===== config.mk =====
export PLATFORM = sky130hd
export DESIGN_NAME = piopb_top
export DESIGN_NICKNAME = d
export VERILOG_FILES = /design/src/rtl/piopb_pkg.sv /design/src/rtl/piopb_regfile.sv /design/src/rtl/piopb_top.sv
export SDC_FILE = /design/constraint.sdc
export NUM_CORES = 1
export LEC_CHECK = 0
export BUFFER_PORTS_ARGS = -buffer_cell sky130_fd_sc_hd__buf_2
export CORE_ASPECT_RATIO = 1.75
export CORE_UTILIZATION = 25
export CTS_CLUSTER_DIAMETER = 150
export DETAILED_ROUTE_END_ITERATION = 6
export PLACE_DENSITY = 0.38
export SYNTH_ARGS = -nofsm -noshare
export SYNTH_HDL_FRONTEND = slang
export SYNTH_SLANG_ARGS = --single-unit

===== constraint.sdc =====
create_clock -name i_mclk -period 7.2 [get_ports i_mclk]
set_clock_uncertainty 0.1 [all_clocks]
set_input_delay 0.72 -clock i_mclk [delete_from_list [all_inputs] [get_ports i_mclk]]
set_output_delay 0.72 -clock i_mclk [all_outputs]
set_load 0.005 [all_outputs]

===== src/rtl/piopb_pkg.sv =====
// Package for the parallel I/O port bank: register map, reset values, per-pin modes.
// Assumes an 8-bit CPU register port with byte addresses 0x00..0x11.
package piopb_pkg;
  localparam int PIOPB_PORTS = 6;
  localparam int PIOPB_WIDTH = 8;
  localparam int PIOPB_AW = 5;
  localparam logic [4:0] PORT_A_DATA = 5'h00;
  localparam logic [4:0] PORT_A_DIRECTION = 5'h01;
  localparam logic [4:0] PORT_A_OPTION = 5'h02;
  localparam logic [4:0] PORT_B_DATA = 5'h03;
  localparam logic [4:0] PORT_B_DIRECTION = 5'h04;
  localparam logic [4:0] PORT_B_OPTION = 5'h05;
  localparam logic [4:0] PORT_C_DATA = 5'h06;
  localparam logic [4:0] PORT_C_DIRECTION = 5'h07;
  localparam logic [4:0] PORT_C_OPTION = 5'h08;
  localparam logic [4:0] PORT_D_DATA = 5'h09;
  localparam logic [4:0] PORT_D_DIRECTION = 5'h0a;
  localparam logic [4:0] PORT_D_OPTION = 5'h0b;
  localparam logic [4:0] PORT_E_DATA = 5'h0c;
  localparam logic [4:0] PORT_E_DIRECTION = 5'h0d;
  localparam logic [4:0] PORT_E_OPTION = 5'h0e;
  localparam logic [4:0] PORT_F_DATA = 5'h0f;
  localparam logic [4:0] PORT_F_DIRECTION = 5'h10;
  localparam logic [4:0] PORT_F_OPTION = 5'h11;
  localparam logic [4:0] REG_LAST = 5'h11;
  localparam logic [7:0] PORT_RESET = 8'h00;
  localparam int PORT_A_LINE_THREE = 3;
  localparam int PORT_B_LINE_THREE = 11;
  localparam int PORT_A_HIGH_SINK_LO = 6;
  localparam int PORT_A_HIGH_SINK_HI = 7;
  localparam int PIOPB_PINS = 48;
  // Software register access
  typedef struct packed {
    logic [4:0] addr;
    logic [7:0] wdata;
    logic wr;
    logic rd;
  } piopb_bus_t;
  // Per-pin mode decoded from direction and option
  typedef enum logic [2:0] {
    PIOPB_IN_FLOAT,
    PIOPB_IN_PULLUP,
    PIOPB_IN_INT,
    PIOPB_OUT_OPEN_DRAIN,
    PIOPB_OUT_PUSH_PULL,
    PIOPB_OUT_TRUE_OD
  } piopb_mode_t;
endpackage


===== src/rtl/piopb_regfile.sv =====
// Register memory holding the 18 port bytes, all bytes brought out on one flat output.
// Assumes single-cycle strobes from the CPU register port.
`timescale 1ns/100ps
module piopb_regfile
  import piopb_pkg::*;
(
  input wire logic i_mclk,
  input wire logic i_reset,
  input wire logic i_wr,
  input wire logic [4:0] i_waddr,
  input wire logic [7:0] i_wdata,
  output logic [PIOPB_PORTS*3*8-1:0] o_flat
);
  logic [7:0] mem [0:17];
  // All port registers clear to zero
  always_ff @(posedge i_mclk)
  begin
    if (i_reset)
    begin
      for (int k = 0; k < 18; k++)
        mem[k] <= PORT_RESET;
    end
    else if (i_wr && i_waddr <= REG_LAST)
      mem[i_waddr] <= i_wdata;
  end
  always_comb
  begin
    for (int k = 0; k < 18; k++)
      o_flat[k*8 +: 8] = mem[k];
  end
endmodule


===== src/rtl/piopb_top.sv =====
// Six 8-bit bidirectional ports with data, direction and option registers.
// Assumes pins sampled from outside, peripherals on i_mclk, CPU port one-cycle read data.
// How it works
// - Direction one drives the pin from the data latch.
// - Output pins read back the latch, not the pin, unless a peripheral output drives them.
// - Option selects open-drain at zero, push-pull at one.
// - Latch zero drives low; latch one drives high or floats.
// - Enabled peripheral takes the pin over direction and option.
// - Peripheral output forces output mode with peripheral's drive type.
// - Peripheral inputs need input mode; pin stays readable.
// - Input pin driven by peripheral reads the peripheral output.
// - Output pin feeding peripheral input gives it the latch value.
// - Low-power modes leave ports alone; pin interrupts wake.
// - Interrupt only in interrupt mode and unmasked; no event flag.
// - Pull-up only in pull-up input, high driver only push-pull.
// - Option one gives pull-up or floating interrupt; high-sink pair special.
// - Three consecutive bytes per port, all reset to zero.
// - Input mode reads the pin; writes only change the latch.
// - Qualified interrupt pins per group are ORed into one request.
//
// The implementer's own choice: the plain strobed port.
`timescale 1ns/100ps
module piopb_top
  import piopb_pkg::*;
#(
  parameter int NUM_GROUPS = 2
)
(
  input wire logic i_mclk,
  input wire logic i_reset,
  input wire logic [4:0] i_addr,
  input wire logic [7:0] i_wdata,
  input wire logic i_wr,
  input wire logic i_rd,
  output logic [7:0] o_rdata,
  input wire logic [PIOPB_PINS-1:0] i_pin,
  output logic [PIOPB_PINS-1:0] o_pin,
  output logic [PIOPB_PINS-1:0] o_pin_oe,
  output logic [PIOPB_PINS-1:0] o_pullup_en,
  input wire logic [PIOPB_PINS-1:0] i_alt_out_en,
  input wire logic [PIOPB_PINS-1:0] i_alt_out,
  input wire logic [PIOPB_PINS-1:0] i_alt_push_pull,
  output logic [PIOPB_PINS-1:0] o_alt_in,
  input wire logic [PIOPB_PINS-1:0] i_int_group_a,
  input wire logic [NUM_GROUPS-1:0] i_edge_mode,
  input wire logic [NUM_GROUPS-1:0] i_vector_fetch,
  input wire logic i_int_masked,
  output logic [NUM_GROUPS-1:0] o_int_req
);
  piopb_bus_t bus;
  logic [PIOPB_PORTS*3*8-1:0] flat;
  logic [PIOPB_PINS-1:0] latch;
  logic [PIOPB_PINS-1:0] dir;
  logic [PIOPB_PINS-1:0] opt;
  logic [PIOPB_PINS-1:0] sync1;
  logic [PIOPB_PINS-1:0] sync2;
  logic [PIOPB_PINS-1:0] sync3;
  logic [PIOPB_PINS-1:0] pin_level;
  logic [PIOPB_PINS-1:0] int_pin;
  logic [PIOPB_PINS-1:0] next_pin;
  logic [PIOPB_PINS-1:0] next_oe;
  logic [PIOPB_PINS-1:0] next_pullup;
  logic [PIOPB_PINS-1:0] next_alt_in;
  logic [PIOPB_PINS-1:0] readback;
  logic [PIOPB_PINS-1:0] int_active;
  logic [PIOPB_PINS-1:0] int_active_d;
  logic [NUM_GROUPS-1:0] next_req;
  piopb_mode_t pin_mode [PIOPB_PINS];

  assign bus = '{addr: i_addr, wdata: i_wdata, wr: i_wr, rd: i_rd};

  piopb_regfile u_regs (
    .i_mclk(i_mclk),
    .i_reset(i_reset),
    .i_wr(bus.wr),
    .i_waddr(bus.addr),
    .i_wdata(bus.wdata),
    .o_flat(flat)
  );

  // Interrupt-capable lines
  function automatic logic is_int_line(input int n);
    return (n == PORT_A_LINE_THREE) || (n == PORT_B_LINE_THREE);
  endfunction

  // True open-drain high-sink lines
  function automatic logic is_high_sink(input int n);
    return (n == PORT_A_HIGH_SINK_LO) || (n == PORT_A_HIGH_SINK_HI);
  endfunction

  // Unpack registers per port
  always_comb
  begin
    for (int p = 0; p < PIOPB_PORTS; p++)
    begin
      latch[p*8 +: 8] = flat[(p*3)*8 +: 8];
      dir[p*8 +: 8] = flat[(p*3+1)*8 +: 8];
      opt[p*8 +: 8] = flat[(p*3+2)*8 +: 8];
    end
  end

  // Three-stage pin synchroniser, accept when stages two and three agree
  always_ff @(posedge i_mclk)
  begin
    if (i_reset)
    begin
      sync1 <= '0;
      sync2 <= '0;
      sync3 <= '0;
      pin_level <= '0;
    end
    else
    begin
      sync1 <= i_pin;
      sync2 <= sync1;
      sync3 <= sync2;
      for (int n = 0; n < PIOPB_PINS; n++)
        if (sync2[n] == sync3[n])
          pin_level[n] <= sync3[n];
    end
  end

  // Mode decode
  always_comb
  begin
    for (int n = 0; n < PIOPB_PINS; n++)
    begin
      if (!dir[n])
      begin
        if (!opt[n] || is_high_sink(n))
          pin_mode[n] = PIOPB_IN_FLOAT;
        else if (is_int_line(n))
          pin_mode[n] = PIOPB_IN_INT;
        else
          pin_mode[n] = PIOPB_IN_PULLUP;
      end
      else if (is_high_sink(n))
        pin_mode[n] = PIOPB_OUT_TRUE_OD;
      else if (opt[n])
        pin_mode[n] = PIOPB_OUT_PUSH_PULL;
      else
        pin_mode[n] = PIOPB_OUT_OPEN_DRAIN;
    end
  end

  // Pad drive, pull-up, peripheral input and readback
  always_comb
  begin
    for (int n = 0; n < PIOPB_PINS; n++)
    begin
      next_pin[n] = 1'b0;
      next_oe[n] = 1'b0;
      next_pullup[n] = 1'b0;
      if (i_alt_out_en[n])
      begin
        next_pin[n] = i_alt_out[n];
        next_oe[n] = (i_alt_push_pull[n] && !is_high_sink(n)) || !i_alt_out[n];
      end
      else
      begin
        unique case (pin_mode[n])
          PIOPB_OUT_PUSH_PULL:
          begin
            next_pin[n] = latch[n];
            next_oe[n] = 1'b1;
          end
          PIOPB_OUT_OPEN_DRAIN, PIOPB_OUT_TRUE_OD:
          begin
            next_pin[n] = 1'b0;
            next_oe[n] = !latch[n];
          end
          PIOPB_IN_PULLUP:
            next_pullup[n] = 1'b1;
          PIOPB_IN_FLOAT, PIOPB_IN_INT:
            next_oe[n] = 1'b0;
        endcase
      end
      next_alt_in[n] = dir[n] ? latch[n] : pin_level[n];
      if (dir[n] && !i_alt_out_en[n])
        readback[n] = latch[n];
      else if (!dir[n] && i_alt_out_en[n])
        readback[n] = i_alt_out[n];
      else
        readback[n] = pin_level[n];
      int_pin[n] = (pin_mode[n] == PIOPB_IN_INT) && !i_alt_out_en[n];
    end
  end

  always_ff @(posedge i_mclk)
  begin
    if (i_reset)
    begin
      o_pin <= '0;
      o_pin_oe <= '0;
      o_pullup_en <= '0;
      o_alt_in <= '0;
    end
    else
    begin
      o_pin <= next_pin;
      o_pin_oe <= next_oe;
      o_pullup_en <= next_pullup;
      o_alt_in <= next_alt_in;
    end
  end

  // Register read, data registers show readback
  always_ff @(posedge i_mclk)
  begin
    if (i_reset)
      o_rdata <= 8'h00;
    else if (bus.rd)
    begin
      if (bus.addr > REG_LAST)
        o_rdata <= 8'h00;
      else if (bus.addr % 3 == 0)
        o_rdata <= readback[(bus.addr/3)*8 +: 8];
      else
        o_rdata <= flat[bus.addr*8 +: 8];
    end
  end

  // Active-low interrupt level on a qualified pin; mode low-power independent
  always_comb
  begin
    for (int n = 0; n < PIOPB_PINS; n++)
      int_active[n] = int_pin[n] && !pin_level[n];
  end

  always_ff @(posedge i_mclk)
  begin
    if (i_reset)
      int_active_d <= '0;
    else
      int_active_d <= int_active;
  end

  // Per-group OR and request latch
  always_comb
  begin
    for (int g = 0; g < NUM_GROUPS; g++)
    begin
      next_req[g] = o_int_req[g] && !i_vector_fetch[g];
      for (int n = 0; n < PIOPB_PINS; n++)
        if ((i_int_group_a[n] ? 0 : 1) == g)
        begin
          if (!i_int_masked && (i_edge_mode[g] ? (int_active[n] && !int_active_d[n]) : int_active[n]))
            next_req[g] = 1'b1;
        end
    end
  end

  always_ff @(posedge i_mclk)
  begin
    if (i_reset)
      o_int_req <= '0;
    else
      o_int_req <= next_req;
  end

  chk_push_pull_drive: assert property (@(posedge i_mclk) disable iff (i_reset)
    (pin_mode[20] == PIOPB_OUT_PUSH_PULL && !i_alt_out_en[20]) |=> (o_pin[20] == $past(latch[20]) && o_pin_oe[20]))
    else $error("push-pull pin not driven from latch");
  chk_open_drain_float: assert property (@(posedge i_mclk) disable iff (i_reset)
    (pin_mode[16] == PIOPB_OUT_OPEN_DRAIN && latch[16] && !i_alt_out_en[16]) |=> !o_pin_oe[16])
    else $error("open-drain one is driven");
  chk_od_low_drive: assert property (@(posedge i_mclk) disable iff (i_reset)
    (pin_mode[17] == PIOPB_OUT_OPEN_DRAIN && !latch[17] && !i_alt_out_en[17]) |=> (o_pin_oe[17] && !o_pin[17]))
    else $error("open-drain zero not driven low");
  chk_pp_select: assert property (@(posedge i_mclk) disable iff (i_reset)
    (dir[20] && opt[20]) |-> pin_mode[20] == PIOPB_OUT_PUSH_PULL)
    else $error("option one is not push-pull");
  chk_od_select: assert property (@(posedge i_mclk) disable iff (i_reset)
    (dir[16] && !opt[16]) |-> pin_mode[16] == PIOPB_OUT_OPEN_DRAIN)
    else $error("option zero is not open-drain");
  chk_alt_od_release: assert property (@(posedge i_mclk) disable iff (i_reset)
    (i_alt_out_en[9] && !i_alt_push_pull[9] && i_alt_out[9]) |=> !o_pin_oe[9])
    else $error("peripheral open-drain one is driven");
  chk_alt_pp_drive: assert property (@(posedge i_mclk) disable iff (i_reset)
    (i_alt_out_en[8] && i_alt_push_pull[8]) |=> o_pin_oe[8])
    else $error("peripheral push-pull not driven");
  chk_alt_readback: assert property (@(posedge i_mclk) disable iff (i_reset)
    (bus.rd && bus.addr == PORT_B_DATA && !dir[8] && i_alt_out_en[8]) |=> o_rdata[0] == $past(i_alt_out[8]))
    else $error("input pin did not read peripheral output");
  chk_in_readback: assert property (@(posedge i_mclk) disable iff (i_reset)
    (bus.rd && bus.addr == PORT_D_DATA && !dir[24] && !i_alt_out_en[24]) |=> o_rdata[0] == $past(pin_level[24]))
    else $error("input pin did not read pin level");
  chk_alt_in_pin: assert property (@(posedge i_mclk) disable iff (i_reset)
    !dir[24] |=> o_alt_in[24] == $past(pin_level[24]))
    else $error("peripheral input not pin level");
  chk_input_no_drive: assert property (@(posedge i_mclk) disable iff (i_reset)
    (!dir[25] && !i_alt_out_en[25]) |=> !o_pin_oe[25])
    else $error("input pin driven");
  chk_high_sink_float: assert property (@(posedge i_mclk) disable iff (i_reset)
    (!dir[6] && !i_alt_out_en[6]) |=> !o_pullup_en[6])
    else $error("high-sink pin pulled up");
  chk_int_line_float: assert property (@(posedge i_mclk) disable iff (i_reset)
    (!dir[3] && opt[3]) |=> !o_pullup_en[3])
    else $error("interrupt line pulled up");
  chk_reg_write: assert property (@(posedge i_mclk) disable iff (i_reset)
    (bus.wr && bus.addr == PORT_C_OPTION) |=> opt[23:16] == $past(bus.wdata))
    else $error("option write lost");
  chk_read_map: assert property (@(posedge i_mclk) disable iff (i_reset)
    (bus.rd && bus.addr == PORT_E_OPTION) |=> o_rdata == $past(opt[39:32]))
    else $error("option read wrong");
  chk_bad_addr: assert property (@(posedge i_mclk) disable iff (i_reset)
    (bus.rd && bus.addr > REG_LAST) |=> o_rdata == 8'h00)
    else $error("unmapped read not zero");
  chk_pending_hold: assert property (@(posedge i_mclk) disable iff (i_reset)
    (o_int_req[0] && !i_vector_fetch[0]) |=> o_int_req[0])
    else $error("pending request lost");
  chk_group_or: assert property (@(posedge i_mclk) disable iff (i_reset)
    (!i_int_masked && !i_edge_mode[0] && i_int_group_a[3] && int_active[3]) |=> o_int_req[0])
    else $error("qualified pin raised no request");
  chk_reset_regs: assert property (@(posedge i_mclk)
    (!i_reset && $past(i_reset)) |-> (latch == '0 && dir == '0 && opt == '0 && o_int_req == '0))
    else $error("register not clear after reset");
  chk_pullup_only: assert property (@(posedge i_mclk) disable iff (i_reset)
    o_pullup_en[2] |-> $past(pin_mode[2] == PIOPB_IN_PULLUP && !i_alt_out_en[2]))
    else $error("pull-up outside pull-up mode");
  chk_alt_override: assert property (@(posedge i_mclk) disable iff (i_reset)
    i_alt_out_en[8] |=> (o_pin[8] == $past(i_alt_out[8])))
    else $error("peripheral did not take pin");
  chk_out_readback: assert property (@(posedge i_mclk) disable iff (i_reset)
    (bus.rd && bus.addr == PORT_C_DATA && dir[16] && !i_alt_out_en[16]) |=> o_rdata[0] == $past(latch[16]))
    else $error("output readback not latch");
  chk_alt_in_latch: assert property (@(posedge i_mclk) disable iff (i_reset)
    dir[20] |=> o_alt_in[20] == $past(latch[20]))
    else $error("peripheral input not latch");
  chk_masked_no_req: assert property (@(posedge i_mclk) disable iff (i_reset)
    (i_int_masked && !o_int_req[0]) |=> !o_int_req[0])
    else $error("request while masked");
  chk_fetch_clears: assert property (@(posedge i_mclk) disable iff (i_reset)
    (i_vector_fetch[0] && i_int_masked) |=> !o_int_req[0])
    else $error("request survived vector fetch");
  chk_reset_float: assert property (@(posedge i_mclk)
    (!i_reset && $past(i_reset)) |-> (o_pin_oe == '0 && o_pullup_en == '0))
    else $error("pin driven after reset");
  cov_int_req: cover property (@(posedge i_mclk) disable iff (i_reset) o_int_req[0]);
  cov_alt_out: cover property (@(posedge i_mclk) disable iff (i_reset) i_alt_out_en[8] && !dir[8]);
  cov_pp_high: cover property (@(posedge i_mclk) disable iff (i_reset) o_pin_oe[8] && o_pin[8]);
  cov_edge_req: cover property (@(posedge i_mclk) disable iff (i_reset) i_edge_mode[0] && o_int_req[0]);
  cov_alt_od: cover property (@(posedge i_mclk) disable iff (i_reset) i_alt_out_en[9] && !i_alt_push_pull[9]);
endmodule


==> results.md <==
* TritonCTS Buffers at 66
* Post-DP HPWL at 87.1 mm
* Max VDD drop at 164 uV
* Worst slack at placement at 1.27 ns
* Setup WS post-layout at 1.94 ns
* Final Setup Violations at 0
* CTS H-Tree Depth at 3
* Vias at 21.1k
* Reg clk slew, reported paths at 0.06 ns
* Synth Register Bits at 582
* Number of synthesized flops with an enable pin at 144
* Post-CTS Resized at 0
* CTS tree: built
* Worst Hold Endpoint: sync1[10]
* GR Overflow Total at 0
* Total Wirelength at 110 mm
* Max Fclk at 0.190 GHz
* Sequential area share after synthesis at 50.4%
* Clock Latency Late Sink at 0.67 ns
* Worst Tran Pin Value at 1.19 ns
* Top-area cell type share of the netlist area at 33.7%
* Yosys cell types at 69
* Hold-fix buffers, CTS at 0
* # clock sinks at 582
* Syn Std Cell Area at 26000 um2
* Relative slew slack at 19.9%
* FF-to-FF path depth at 9
* CP peak stage delay at 0.73 ns
* Number of detailed-route iterations in the first pass at 6
* Warnings from Yosys at 0
* Total track usage at 20.7%
* Routed Antenna Nets at 0
* Synth Flop Type: dfxtp_1
* CORE AREA at 103000 um2
* RSZ-0062 raised after global routing: false
* Critical Path, Cell by Cell: buf_2 > ha_1 > nand3b_4 > a21oi_1 > nor2_1 > ha_1 > a221oi_4 > buf_4 > mux2i_1 > ha_1 > a31oi_2 > buf_4 > nand3b_1 > a2111o_1 > nor4_1 > o21ai_1
* Worst R2R End: o_int_req[0]
* Area grow syn2layout at 22.6%
* Critical-path maximum fanout at 20
* Post-synthesis cell count at 2604
* Critical path start-end classification: in2reg
* Post-layout util at 30.9%
* Vias in the first global route at 21.3k
* Die height at 429 um
* Share of post-route cells with drive strength above 1 at 21.5%
* Critical path arrival at 5.72 ns
* Crit share post-route at 73.1%
* Buffer count from post-CTS setup fixing at 0
* Ports at 464
* Reg2reg setup slack at 4.25 ns
* Routed len/inst at 25.0 um
* Crit start category: input port
* # DRC at 0
* Slowest stage cell on the critical path: a31oi_2
* Layout Nets at 3424
* Ranking of synthesized cells by area: dfxtp_1, edfxtp_1, ha_1
* First-pass GRT wire length at 154 mm
* Hold path cells at 2
* Largest net degree at the start of global routing at 166
* Initial antenna violation count at 28
* Top cell by count, worst path: ha_1
* Critical Path RT at 7.66 ns
* CP endpoint kind: register
* Max cap viols at 0
* Row cnt at 156
* Final hold violation count at 0
* Reg-to-reg critical path startpoint: u_regs.mem[13][7]
* Clock tree buffer depth at 3
* Die area at 105000 um2
* Pwr per Cell Area at 248 nW/um2
* Clock root cell: clkbuf_16
* Global placement routability congestion at 0.866
* Vias/cell at 4.76
* Post-synthesis async set-or-reset flop share at 0%
* Syn Area/Cell at 9.99 um2
* Setup TNS at 0 ns
* Initial drt markers at 1178
* IO buf count at 457
* Initial core utilization at 25.2%
* Critical path startpoint: i_addr[3]
* HP Class: in2reg
* Final max-slew violation count at 0
* Die X at 246 um
* Period minus WS final at 5.26 ns
* Min-delay src: i_pin[10]
* Run status: finished, final reports clean
* Pleak at 0.0130 uW
* Synth area leader: dfxtp_1
==> worst max-delay path, delay by kind of cell <==
family / cells / cell delay (ns)
AO/OA/AOI/OAI: 5 / 2.15
multiplexers: 1 / 0.13
AND/OR/NAND/NOR: 4 / 0.76
adder cells (fa/ha/maj): 3 / 1.01
buffers and inverters: 3 / 0.93
==> worst max-delay path by stage <==
stage                      end  slack (ns)  cells past startpoint
floorplan           o_rdata[2]        2.58                     17
global placement    o_rdata[6]        1.33                     16
detailed placement  o_rdata[4]        1.27                     16
CTS                 o_rdata[0]        1.98                     16
global route        o_rdata[1]        1.66                     16
finish              o_rdata[0]        1.94                     16
==> cells in the final DEF (no fill, tap or decap), types with 52 or more instances in the layout <==
| cell | synthesis | layout |
|---|---|---|
| inv_1 | 105 | 105 |
| mux2i_1 | 71 | 71 |
| nor3b_1 | 55 | 55 |
| ha_1 | 143 | 143 |
| edfxtp_1 | 144 | 144 |
| buf_2 | 9 | 456 |
| o21ai_0 | 81 | 81 |
| a21oi_1 | 146 | 145 |
| nor2b_1 | 240 | 240 |
| dfxtp_1 | 438 | 438 |
| clkbuf_16 | 0 | 68 |
| nor2_1 | 257 | 257 |
| nand2_1 | 274 | 274 |
| nand3b_1 | 52 | 52 |
==> Yosys cell counts, drive strengths merged (8+ instances only) <==
cell type and number:
nand2 274, nor3b 55, nand3 47, nor2 257, xor2 16, dfxtp 438, a21oi 146, and3 12
buf 25, nand4 16, and2 20, a211oi 17, mux4 40, nor2b 240, o21ai 90, clkbuf 110
a31oi 10, xnor2 32, o31a 12, nor4 38, edfxtp 144, ha 143, nand2b 22, a22oi 14
o2111ai 8, or4 8, a221oi 17, nand3b 53, mux2i 71, inv 106, nor3 15, o32ai 47
==> layout make-up <==
| type | instances | area, um2 |
|---|---|---|
| fillers | 10800 | 71400 |
| flip-flops and latches | 582 | 13100 |
| multi-input cells | 1782 | 12100 |
| repair buffers | 481 | 2490 |
| clock buffers | 98 | 1940 |
| well taps | 1343 | 1680 |
| inverters | 106 | 398 |
| clock inverters | 23 | 209 |
| diodes | 6 | 15.0 |
==> flip-flops by register name (all words and copies together) (netlist names) <==
register and count:
u_regs.mem 144, o_alt_in 48, o_pin 48, o_pin_oe 48, pin_level 48, sync1 48
sync2 48, sync3 48, int_active_d 46, o_pullup_en 46, o_rdata 8, o_int_req 2
==> power by group <==
group,switching [uW],total [uW],internal (uW)
clock network,1470,3420,1950
registers,140,3630,3490
logic,529,872,344
total,2140,7920,5780
==> stage by stage <==
step           hold WS (ns)  power (uW)  cell area, um2  cells
6_report              0.165        7920           31900   4421
5_1_grt               0.149        8250           31900   4418
4_1_cts               0.102        8070           31900   4415
3_5_place_dp          0.320        4580           29700   4294
3_3_place_gp          0.316        4570           29700   4294
2_1_floorplan         0.314        4110           26000   2605
==> logic make-up after synthesis <==
family,count (synthesis),share of synthesized area [%]
DFF,582,50.4
AOI/OAI and AO/OA,407,10.2
other,1,0.0144
adders and majority gates,143,6.88
buffers and inverters,241,3.67
and+or+nand+nor,1069,21.0
xor gates and xnor gates,48,1.62
muxes,113,6.28
==> routing by layer <==
layer	share of wire, %	track usage [%]
met1	37	22.3
met2	53	38.6
met3	5.4	4.42
met4	3.5	8.22
met5	0.16	0
Power figures use the tool's default switching activity.
